## src/design/asfe_pkg.sv

```systemverilog
package asfe_pkg;

    // register indices; byte address is four times the index
    localparam logic [7:0]  ASFE_IDX_CTRL      = 8'h00;
    localparam logic [7:0]  ASFE_IDX_IRQ_STAT  = 8'h02;
    localparam logic [7:0]  ASFE_IDX_IRQ_MASK  = 8'h03;
    localparam logic [7:0]  ASFE_IDX_OP_STAT   = 8'h04;
    localparam logic [7:0]  ASFE_IDX_CTL_STAT  = 8'h05;
    localparam int          ASFE_ADDR_W        = 8;

    // control register fields
    localparam int          ASFE_CTRL_CMD_LSB  = 0;
    localparam int          ASFE_CTRL_CMD_W    = 3;
    localparam int          ASFE_CTRL_IFEED    = 3;
    localparam int          ASFE_CTRL_STOP     = 4;
    localparam int          ASFE_CTRL_LINEAR   = 8;
    localparam logic        ASFE_LINEAR_RST    = 1'b1;

    // commands in the control register command field
    localparam logic [2:0]  ASFE_CMD_NONE      = 3'h0;
    localparam logic [2:0]  ASFE_CMD_ABS       = 3'h1;
    localparam logic [2:0]  ASFE_CMD_REL       = 3'h2;
    localparam logic [2:0]  ASFE_CMD_SPEED     = 3'h3;
    localparam logic [2:0]  ASFE_CMD_MEMORY    = 3'h4;
    localparam logic [2:0]  ASFE_CMD_SYN_TRQ   = 3'h5;
    localparam logic [2:0]  ASFE_CMD_SYN_VEL   = 3'h6;
    localparam logic [2:0]  ASFE_CMD_SYN_POS   = 3'h7;

    // operation-status bit positions
    localparam int          ASFE_OP_ABS        = 4;
    localparam int          ASFE_OP_REL        = 5;
    localparam int          ASFE_OP_SPEED      = 6;
    localparam int          ASFE_OP_IF_WAIT    = 7;
    localparam int          ASFE_OP_IF_POS     = 8;
    localparam int          ASFE_OP_MEMORY     = 11;
    localparam int          ASFE_OP_SYN_TRQ    = 13;
    localparam int          ASFE_OP_SYN_VEL    = 14;
    localparam int          ASFE_OP_SYN_POS    = 15;

    // control-status bit positions; events occupy bits 2..7
    localparam int          ASFE_CS_ORG_DEF    = 0;
    localparam int          ASFE_CS_AT_ORG     = 1;
    localparam int          ASFE_CS_EVT_LSB    = 2;
    localparam int          ASFE_EVT_N         = 6;

    // event order in the interrupt status register
    localparam int          ASFE_EV_LATCH      = 0;
    localparam int          ASFE_EV_ORG_LATCH  = 1;
    localparam int          ASFE_EV_CMD_OVF    = 2;
    localparam int          ASFE_EV_CMD_UNF    = 3;
    localparam int          ASFE_EV_FB_OVF     = 4;
    localparam int          ASFE_EV_FB_UNF     = 5;

    // axis command source selection
    localparam logic [1:0]  ASFE_SRC_NONE      = 2'h0;
    localparam logic [1:0]  ASFE_SRC_TRQ       = 2'h1;
    localparam logic [1:0]  ASFE_SRC_VEL       = 2'h2;
    localparam logic [1:0]  ASFE_SRC_POS       = 2'h3;

    typedef struct packed {
        logic move_done;
        logic origin_defined;
        logic in_position;
        logic latch_done;
        logic origin_latch_done;
    } asfe_core_t;

    typedef struct packed {
        logic [31:0] torque;
        logic [31:0] speed;
        logic [31:0] position;
    } asfe_cyc_buf_t;

    typedef enum logic [8:0] {
        ASFE_ST_IDLE    = 9'b000000001,
        ASFE_ST_ABS     = 9'b000000010,
        ASFE_ST_REL     = 9'b000000100,
        ASFE_ST_SPEED   = 9'b000001000,
        ASFE_ST_IF_POS  = 9'b000010000,
        ASFE_ST_MEMORY  = 9'b000100000,
        ASFE_ST_SYN_TRQ = 9'b001000000,
        ASFE_ST_SYN_VEL = 9'b010000000,
        ASFE_ST_SYN_POS = 9'b100000000
    } asfe_state_t;

endpackage

```

## src/design/asfe_axis_status.sv

```systemverilog
// Implementation choice: the APB slave port.
`timescale 1ns/10ps
module asfe_axis_status
    import asfe_pkg::*;
#(
    parameter int POS_W  = 32,
    parameter int STEP_W = 16
) (
    // apb slave
    input  wire logic                     pclk,
    input  wire logic                     presetn,
    input  wire logic                     psel,
    input  wire logic                     penable,
    input  wire logic                     pwrite,
    input  wire logic [ASFE_ADDR_W+1:0]   paddr,
    input  wire logic [31:0]              pwdata,
    output logic      [31:0]              prdata,
    output logic                          pready,
    output logic                          pslverr,
    // interrupt
    output logic                          irq,
    // motion core, same clock
    input  wire asfe_core_t               core,
    input  wire logic signed [STEP_W-1:0] cmd_step,
    input  wire logic signed [STEP_W-1:0] fb_step,
    // cyclic command buffer
    input  wire asfe_cyc_buf_t            cyc_buf,
    // interrupt input pin
    input  wire logic                     int_pin,
    // axis command out
    output logic      [1:0]               axis_src,
    output logic      [31:0]              axis_cmd
);

    asfe_state_t                state;
    asfe_state_t                next_state;
    logic                       wait_int;
    logic                       linear;
    logic [ASFE_EVT_N-1:0]      evt_stat;
    logic [ASFE_EVT_N-1:0]      evt_mask;
    logic [ASFE_EVT_N-1:0]      evt_set;
    logic [2:0]                 int_sync;
    logic                       int_lvl;
    logic                       int_rise;
    logic [15:0]                op_stat;
    logic [15:0]                ctl_stat;
    logic                       wr_en;
    logic                       rd_en;
    logic [ASFE_ADDR_W-1:0]     idx;
    logic [2:0]                 wr_cmd;
    logic                       wr_stop;
    logic        [1:0]          pos_ovf;
    logic        [1:0]          pos_unf;

    function automatic logic hit(input logic [ASFE_ADDR_W-1:0] a,
                                 input logic [ASFE_ADDR_W-1:0] r);
        hit = (a == r);
    endfunction

    assign idx     = paddr[ASFE_ADDR_W+1:2];
    assign wr_en   = psel && penable && pwrite;
    assign rd_en   = psel && penable && !pwrite;
    assign pready  = 1'b1;
    assign wr_cmd  = (wr_en && hit(idx, ASFE_IDX_CTRL)) ?
                     pwdata[ASFE_CTRL_CMD_LSB +: ASFE_CTRL_CMD_W] :
                     ASFE_CMD_NONE;
    assign wr_stop = wr_en && hit(idx, ASFE_IDX_CTRL) &&
                     pwdata[ASFE_CTRL_STOP];

    // interrupt input: three flops, a change counts when the last two agree
    always_ff @(posedge pclk or negedge presetn) begin
        if (!presetn) begin
            int_sync <= 3'h0;
        end else begin
            int_sync <= {int_sync[1:0], int_pin};
        end
    end

    always_ff @(posedge pclk or negedge presetn) begin
        if (!presetn) begin
            int_lvl <= 1'b0;
        end else if (int_sync[1] == int_sync[2]) begin
            int_lvl <= int_sync[2];
        end
    end

    assign int_rise = (int_sync[1] == int_sync[2]) && int_sync[2] && !int_lvl;

    // operating mode state machine
    always_comb begin
        next_state = state;
        case (state)
            ASFE_ST_IDLE: begin
                case (wr_cmd)
                    ASFE_CMD_ABS:     next_state = ASFE_ST_ABS;
                    ASFE_CMD_REL:     next_state = ASFE_ST_REL;
                    ASFE_CMD_SPEED:   next_state = ASFE_ST_SPEED;
                    ASFE_CMD_MEMORY:  next_state = ASFE_ST_MEMORY;
                    ASFE_CMD_SYN_TRQ: next_state = ASFE_ST_SYN_TRQ;
                    ASFE_CMD_SYN_VEL: next_state = ASFE_ST_SYN_VEL;
                    ASFE_CMD_SYN_POS: next_state = ASFE_ST_SYN_POS;
                    default:          next_state = ASFE_ST_IDLE;
                endcase
            end
            ASFE_ST_ABS, ASFE_ST_REL: begin
                if (wait_int && int_rise) begin
                    next_state = ASFE_ST_IF_POS;
                end else if (!wait_int && core.move_done) begin
                    next_state = ASFE_ST_IDLE;
                end
            end
            ASFE_ST_SPEED: begin
                // speed control runs until stopped or, with interrupt feeding, the interrupt arrives
                if (wait_int && int_rise) begin
                    next_state = ASFE_ST_IF_POS;
                end
            end
            ASFE_ST_IF_POS, ASFE_ST_MEMORY: begin
                if (core.move_done) begin
                    next_state = ASFE_ST_IDLE;
                end
            end
            ASFE_ST_SYN_TRQ, ASFE_ST_SYN_VEL, ASFE_ST_SYN_POS: begin
                next_state = state;
            end
            default: next_state = ASFE_ST_IDLE;
        endcase
        // stop from software ends any mode; it wins over a new command
        if (wr_stop) begin
            next_state = ASFE_ST_IDLE;
        end
    end

    always_ff @(posedge pclk or negedge presetn) begin
        if (!presetn) begin
            state <= ASFE_ST_IDLE;
        end else begin
            state <= next_state;
        end
    end

    // interrupt feeding option, latched with the starting command
    always_ff @(posedge pclk or negedge presetn) begin
        if (!presetn) begin
            wait_int <= 1'b0;
        end else if (state == ASFE_ST_IDLE && next_state != ASFE_ST_IDLE) begin
            wait_int <= pwdata[ASFE_CTRL_IFEED] &&
                        (wr_cmd == ASFE_CMD_ABS || wr_cmd == ASFE_CMD_REL ||
                         wr_cmd == ASFE_CMD_SPEED);
        end else if (next_state == ASFE_ST_IF_POS ||
                     next_state == ASFE_ST_IDLE) begin
            wait_int <= 1'b0;
        end
    end

    always_ff @(posedge pclk or negedge presetn) begin
        if (!presetn) begin
            linear <= ASFE_LINEAR_RST;
        end else if (wr_en && hit(idx, ASFE_IDX_CTRL)) begin
            linear <= pwdata[ASFE_CTRL_LINEAR];
        end
    end

    // command and feedback present positions with range checks
    for (genvar g = 0; g < 2; g++) begin : g_pos
        logic signed [STEP_W-1:0] step;
        logic signed [POS_W:0]    sum;
        logic signed [POS_W-1:0]  pos;

        assign step = (g == 0) ? cmd_step : fb_step;
        assign sum  = {pos[POS_W-1], pos} +
                      {{(POS_W+1-STEP_W){step[STEP_W-1]}}, step};
        // the two top bits of the widened sum disagree only on wrap
        assign pos_ovf[g] = linear && !sum[POS_W] && sum[POS_W-1];
        assign pos_unf[g] = linear && sum[POS_W] && !sum[POS_W-1];

        always_ff @(posedge pclk or negedge presetn) begin
            if (!presetn) begin
                pos <= '0;
            end else begin
                pos <= sum[POS_W-1:0];
            end
        end
    end

    always_comb begin
        evt_set                    = '0;
        evt_set[ASFE_EV_LATCH]     = core.latch_done;
        evt_set[ASFE_EV_ORG_LATCH] = core.origin_latch_done;
        evt_set[ASFE_EV_CMD_OVF]   = pos_ovf[0];
        evt_set[ASFE_EV_CMD_UNF]   = pos_unf[0];
        evt_set[ASFE_EV_FB_OVF]    = pos_ovf[1];
        evt_set[ASFE_EV_FB_UNF]    = pos_unf[1];
    end

    // sticky events; a set in the clearing cycle survives the clear
    always_ff @(posedge pclk or negedge presetn) begin
        if (!presetn) begin
            evt_stat <= '0;
        end else if (wr_en && hit(idx, ASFE_IDX_IRQ_STAT)) begin
            evt_stat <= (evt_stat & ~pwdata[ASFE_EVT_N-1:0]) | evt_set;
        end else begin
            evt_stat <= evt_stat | evt_set;
        end
    end

    always_ff @(posedge pclk or negedge presetn) begin
        if (!presetn) begin
            evt_mask <= '0;
        end else if (wr_en && hit(idx, ASFE_IDX_IRQ_MASK)) begin
            evt_mask <= pwdata[ASFE_EVT_N-1:0];
        end
    end

    always_ff @(posedge pclk or negedge presetn) begin
        if (!presetn) begin
            irq <= 1'b0;
        end else begin
            irq <= |(evt_stat & evt_mask);
        end
    end

    // status words, rebuilt from live state
    always_comb begin
        op_stat                  = 16'h0000;
        op_stat[ASFE_OP_ABS]     = state == ASFE_ST_ABS;
        op_stat[ASFE_OP_REL]     = state == ASFE_ST_REL;
        op_stat[ASFE_OP_SPEED]   = state == ASFE_ST_SPEED;
        op_stat[ASFE_OP_IF_WAIT] = wait_int;
        op_stat[ASFE_OP_IF_POS]  = state == ASFE_ST_IF_POS;
        op_stat[ASFE_OP_MEMORY]  = state == ASFE_ST_MEMORY;
        op_stat[ASFE_OP_SYN_TRQ] = state == ASFE_ST_SYN_TRQ;
        op_stat[ASFE_OP_SYN_VEL] = state == ASFE_ST_SYN_VEL;
        op_stat[ASFE_OP_SYN_POS] = state == ASFE_ST_SYN_POS;
    end

    always_comb begin
        ctl_stat                  = 16'h0000;
        ctl_stat[ASFE_CS_ORG_DEF] = core.origin_defined;
        ctl_stat[ASFE_CS_AT_ORG]  = core.origin_defined &&
                                    core.in_position &&
                                    state == ASFE_ST_IDLE;
        ctl_stat[ASFE_CS_EVT_LSB +: ASFE_EVT_N] = evt_stat;
    end

    // axis command taken from the cyclic buffer per synchronous mode
    always_ff @(posedge pclk or negedge presetn) begin
        if (!presetn) begin
            axis_src <= ASFE_SRC_NONE;
            axis_cmd <= 32'h0000_0000;
        end else begin
            case (state)
                ASFE_ST_SYN_TRQ: begin
                    axis_src <= ASFE_SRC_TRQ;
                    axis_cmd <= cyc_buf.torque;
                end
                ASFE_ST_SYN_VEL: begin
                    axis_src <= ASFE_SRC_VEL;
                    axis_cmd <= cyc_buf.speed;
                end
                ASFE_ST_SYN_POS: begin
                    axis_src <= ASFE_SRC_POS;
                    axis_cmd <= cyc_buf.position;
                end
                default: begin
                    axis_src <= ASFE_SRC_NONE;
                    axis_cmd <= 32'h0000_0000;
                end
            endcase
        end
    end

    // read data and error, answered in the access cycle
    always_comb begin
        prdata  = 32'h0000_0000;
        pslverr = 1'b0;
        if (hit(idx, ASFE_IDX_CTRL)) begin
            prdata[ASFE_CTRL_LINEAR] = linear;
        end else if (hit(idx, ASFE_IDX_IRQ_STAT)) begin
            prdata[ASFE_EVT_N-1:0] = evt_stat;
        end else if (hit(idx, ASFE_IDX_IRQ_MASK)) begin
            prdata[ASFE_EVT_N-1:0] = evt_mask;
        end else if (hit(idx, ASFE_IDX_OP_STAT)) begin
            prdata[15:0] = op_stat;
        end else if (hit(idx, ASFE_IDX_CTL_STAT)) begin
            prdata[15:0] = ctl_stat;
        end else begin
            pslverr = psel && penable;
        end
        if (!rd_en) begin
            prdata = 32'h0000_0000;
        end
    end

endmodule // asfe_axis_status

```

## config.mk

```make
export PLATFORM = sky130hd
export DESIGN_NAME = asfe_axis_status
export DESIGN_NICKNAME = d
export VERILOG_FILES = /design/src/design/asfe_pkg.sv /design/src/design/asfe_axis_status.sv
export SDC_FILE = /design/constraint.sdc
export NUM_CORES = 1
export LEC_CHECK = 0
export BUFFER_PORTS_ARGS = -buffer_cell sky130_fd_sc_hd__buf_2
export CAP_MARGIN = 20
export CORE_UTILIZATION = 30
export CTS_CLUSTER_SIZE = 14
export DETAILED_ROUTE_END_ITERATION = 6
export GPL_TIMING_DRIVEN = 0
export SETUP_SLACK_MARGIN = 0.4
export SYNTH_ARGS = -nofsm -noshare
export SYNTH_HDL_FRONTEND = slang
export SYNTH_SLANG_ARGS = --single-unit
```

## constraint.sdc

```tcl
create_clock -name pclk -period 2.4 [get_ports pclk]
set_input_delay 0.12 -clock pclk [delete_from_list [all_inputs] [get_ports pclk]]
set_output_delay 0.12 -clock pclk [all_outputs]
set_load 0.05 [all_outputs]
```

* Yosys cells after proc, flatten, opt, wreduce, memory -nomap -nowiden *
Index checks and enable logic that the tools add are counted.

cells by class
  bitwise logic cells = 5
  muxes and demuxes = 28
  reductions and logical operators = 39
  $add $sub $neg = 2
  equal/unequal tests = 24

operators with widths
  operator            count
  $pmux 32 s3         1
  $add 32x16->33      2
  $pmux 9 s7          1
  $mux 9              5
  $pmux 9 s5          1
  $mux 16             2
  $logic_and 1x1->1   23
  $mux 10             2
  $eq 9x1->1 const B  2
  $eq 9x5->1 const B  2
  $mux 6              3
  $eq 8x2->1 const B  2
  $eq 8x3->1 const B  2
  $mux 8              2
  $and 6x6->6         2
  $eq 3x3->1 const B  4
  $or 6x6->6          2
  $eq 9x2->1 const B  1
  $eq 9x3->1 const B  1
  $eq 9x4->1 const B  1
  $eq 9x6->1 const B  1
  $eq 9x7->1 const B  1
  $eq 9x8->1 const B  1
  $eq 9x9->1 const B  1
  other kinds (16)    33

word-level totals
  register bits after elaboration = 126
  logic and storage cells = 110
  input port bits = 181
  output and inout port bits = 69

* Logic depth before layout (Yosys ltp) *
  depth in word-level cells = 12
  depth in mapped cells = 12

* Worst setup path before layout *
No wires, ideal clock.

  kind = in2out
  start point = input paddr[2]
  end point = output prdata[11]
  buffers on the path = 1
  path slack = -0.446 ns
  stages on the path = 5
  data arrival time = 2.726 ns
  path through = clkbuf_1 -> nor4_1 -> nor3_1 -> nand3_1 -> nor4bb_1

on the way
  longest elaborated chain between the ends = 6
  elaborated cells on any way between the ends = 9

RTL lines
  item                line                     source
  start: declaration  asfe_axis_status.sv:15   input wire logic [ASFE_ADDR_W+1:0] paddr,
  $eq 8x3->1          asfe_axis_status.sv:57   hit = (a == r);
  $mux 16             asfe_axis_status.sv:283  end else if (hit(idx, ASFE_IDX_OP_STAT)) begin
  $mux 10             asfe_axis_status.sv:281  end else if (hit(idx, ASFE_IDX_IRQ_MASK)) begin
  $mux 10             asfe_axis_status.sv:279  end else if (hit(idx, ASFE_IDX_IRQ_STAT)) begin
  $mux 7 *            asfe_axis_status.sv:277  if (hit(idx, ASFE_IDX_CTRL)) begin
  $mux 16 *           asfe_axis_status.sv:290  if (!rd_en) begin
  end: declaration    asfe_axis_status.sv:17   output logic [31:0] prdata,

Mark *: on every way between the ends. The rest lies on a longest branch, timed or not.

* Worst setup path after layout *
  start point = register g_pos[1].pos[0]
  end point = register g_pos[1].pos[28]

on the way
  longest elaborated chain between the ends = 1

RTL lines
  item                      line                     source
  start: declaration        asfe_axis_status.sv:168  logic signed [POS_W-1:0] pos;
  start signal: assignment  asfe_axis_status.sv:181  pos <= sum[POS_W-1:0];
  $add 32x16->33            asfe_axis_status.sv:171  assign sum = {pos[POS_W-1], pos} +
  net g_pos[1].sum[28]      asfe_axis_status.sv:167  logic signed [POS_W:0] sum;

The timed path passes the listed nets, and every way through them passes these cells.
A chain may end at the register's enable or synchronous reset.

==> flow_summary.toml <==
[final_layout]
instances_no_fill = 1670
drive_gt1_share_pct = 39.6
final_cell_mix = "191 x buf_2, 121 x dfrtp_1, 105 x dlygate4sd3_1"
nets = 1563
final_common_cell = "buf_2"
area_growth_pct = 63.8
postLayoutCellArea_um2 = 13400

[worst_setup_path]
end_kind = "register"
regToRegEndpoint = "g_pos[1].pos[28]"
cp-start-kind = "register"
worstPathArrival_ns = 3.01
r2r_slack_ns = -0.28
cp_slowest_cell = "a211o_2"
r2r_cells = 12
path_cells = "ha_2 > inv_2 > fa_2 > nor2b_1 > o21a_1 > o21ai_2 > a21oi_4 > o211ai_1 > a31oi_1 > a211o_2 > a31oi_4 > xnor2_2"
max_stage_delay_ns = 0.43
r2r_start = "g_pos[1].pos[0]"
crit_cells = 12
cpLargestDelayFamily = "compound AO/OA/AOI/OAI gates"
required_ns = 2.73
cp.buffers_inverters = 1
cp-endpoint = "g_pos[1].pos[28]"
crit_type = "reg2reg"
worstSetupStartpoint = "g_pos[1].pos[0]"
crit_fanout = 5

[power]
finalPower_mw = 13.4
leakage_nw = 6.46
pwr_density_cell_nw_per_um2 = 1000
max-vdd-ir-drop_mv = 0.575

[timing]
tightest_slew_ns = 0.618
fin_crit_ns = 2.68
holdWs_ns = 0.0329
hold_viol_final = 0
maxSlewViolCount = 0
slew_headroom_pct = 58.5
grt_setup_unrepaired = "true"
post-route-period-util_pct = 111
setup_viol = 31
setup_ws_ns = -0.276
fin_skew_ns = 0.0130
max_clock_freq_mhz = 374

[drt]
via_per_inst = 5.06
firstDrtPassIters = 7
vias = 8447
drcViolationCount = 24
drt_iter0_markers = 683
routedWlPerCell_um = 16.0
wl_um = 26800
ant_nets = 0

[worst_hold_path]
whs_path_depth = 2
hp-class = "in2reg"

[logic_synthesis]
ys.flop_type = "dfrtp_1"
synth.cell_area_um2 = 8170
synth_warnings = 0
syn_avg_cell_area_um2 = 9.29
yosysSeqAreaShare_pct = 38.6
synthCells = 879
synth-edff-count = 0
synth-seq-cells = 126
synth.distinct_cells = 74
async_flop_share_pct = 100

[clock_network]
clockBufferDepth = 2
cts_tree = "built"
clk_latency_ns = 0.42
numClockSinks = 126
clk_pin_slew_worst_paths_ns = 0.06
numCtsBuffers = 17
clock-root-buffer = "clkbuf_16"
htreeDepth = 4

[floorplanning]
die_width_um = 167
fp.dieArea_um2 = 27900
rows = 60
core_um2 = 26800
die_h_um = 167
io-pin-count = 250
initial_utilization_pct = 30.5

[grt]
grt_pass1_wl_um = 41500
grt_pass1_vias = 8427
grtUsageTotal_pct = 18.5
grt_max_degree = 72
gr-total-overflow = 0
grt_antenna_before_repair = 1

[place]
io_buffers = 201
dp_cells = 1440
dpl.hpwl_um = 15900
place_area_um2 = 10100
routabilityCongestion = 0.853

[outcome]
status = "finished with violations"
violations = "DRC, setup timing"

[job]
cap_violations = 0
==> per-layer routing <==
layer / global-route usage [%] / up-vias / wire, µm
li1: - / 4051 / -
met1: 21.7 / 4020 / 11000
met2: 32.9 / 315 / 13600
met3: 3.45 / 61 / 1490
met4: 7.73 / 0 / 698
met5: 0 / - / 0
==> synthesized netlist by cell type, types with 3 or more instances <==
library cell  number  area share (%)
clkbuf_1          24             1.1
nand4b_1           3            0.32
and3_1             9            0.69
and2_1             4            0.31
inv_1             65             3.0
dfrtp_1          124              38
nor3_1            15            0.92
a21boi_0           3            0.28
nor2b_1           13             1.0
nand4_1            6            0.46
o21a_1            16             1.5
mux2_2             5            0.69
ha_1              65              10
a211oi_1           6            0.55
nand2_1           55             2.5
a31oi_1           15             1.1
nand3b_1           7            0.64
a222oi_1          32             3.9
o21bai_1           4            0.37
nor4b_1            3            0.32
xnor2_1           39             4.2
xor2_1            16             1.7
a21oi_1           65             4.0
or2_2              3            0.23
a22oi_1            7            0.64
o211ai_1           5            0.46
o21ai_0           49             3.0
nand2b_1           8            0.61
or3_1              4            0.31
o31a_1             4            0.43
buf_2              4            0.25
mux2i_1            3            0.37
nand3_1           25             1.5
nor2_1            69             3.2
buf_4             20             1.8
a21o_1            30             2.8
==> timing repair <==
item                       in CTS  in global routing
setup endpoints to repair      97                111
gates cloned                    2                  1
gates resized for setup       131                 89
hold endpoints to repair       95                  0
setup buffers                  57                 32
hold buffers                  105                  0
pin swaps                      50                 67
==> metrics by stage <==
step | util [%] | setup slack (ns) | setup TNS (ns)
2_1_floorplan | - | 0.00538 | 0
4_1_cts | 47.5 | -0.214 | -3.00
3_3_place_gp | 37.4 | -0.798 | -99.09
3_5_place_dp | 37.6 | -0.429 | -3.48
5_1_grt | 49.9 | -0.395 | -8.37
6_report | 49.9 | -0.276 | -4.39
==> how the worst min path moves through the flow <==
stage	startpoint	endpoint	slack, ns
detailed placement	presetn	g_pos[1].pos[0]	0.16
floorplan	presetn	axis_cmd[0]	-0.18
CTS	pwdata[4]	evt_mask[4]	0.004
global route	pwdata[4]	evt_mask[4]	0.02
finish	pwdata[4]	evt_mask[4]	0.03
global placement	int_pin	int_sync[0]	0.23
==> logic make-up after synthesis <==
family | Yosys count | synth area share (%)
AO/OA/AOI/OAI | 269 | 22.9
XOR/XNOR | 55 | 5.90
adder cells (fa/ha/maj) | 67 | 10.4
buffers and inverters | 114 | 6.22
flip-flops | 126 | 38.6
multiplexers | 8 | 1.06
other | 2 | 0.0919
AND/OR/NAND/NOR | 238 | 14.8
==> state kept, by name (all words and copies together), names as in the netlist <==
register	flops
evt_stat	6
wait_int	1
int_sync	3
irq	1
evt_mask	6
int_lvl	1
state	9
linear	1
axis_src	2
g_pos.pos	64
axis_cmd	32
==> final cells by class <==
type | count | area [µm²]
clock buffer | 17 | 425
antenna | 1 | 2.50
sequential | 126 | 3160
tap | 341 | 427
timing repair buffer | 399 | 3040
buffer | 49 | 380
inverter | 65 | 246
fill | 2393 | 13400
multi-input combinational | 657 | 5550
clock inverter | 15 | 154
==> power breakdown <==
group          switching [mW]  internal (mW)  leakage (nW)  total, mW
clock network            1.11           1.46         0.287       2.57
registers               0.244           2.76          1.54       3.01
logic                    3.96           3.84          4.64       7.80
Power figures use the tool's default switching activity.
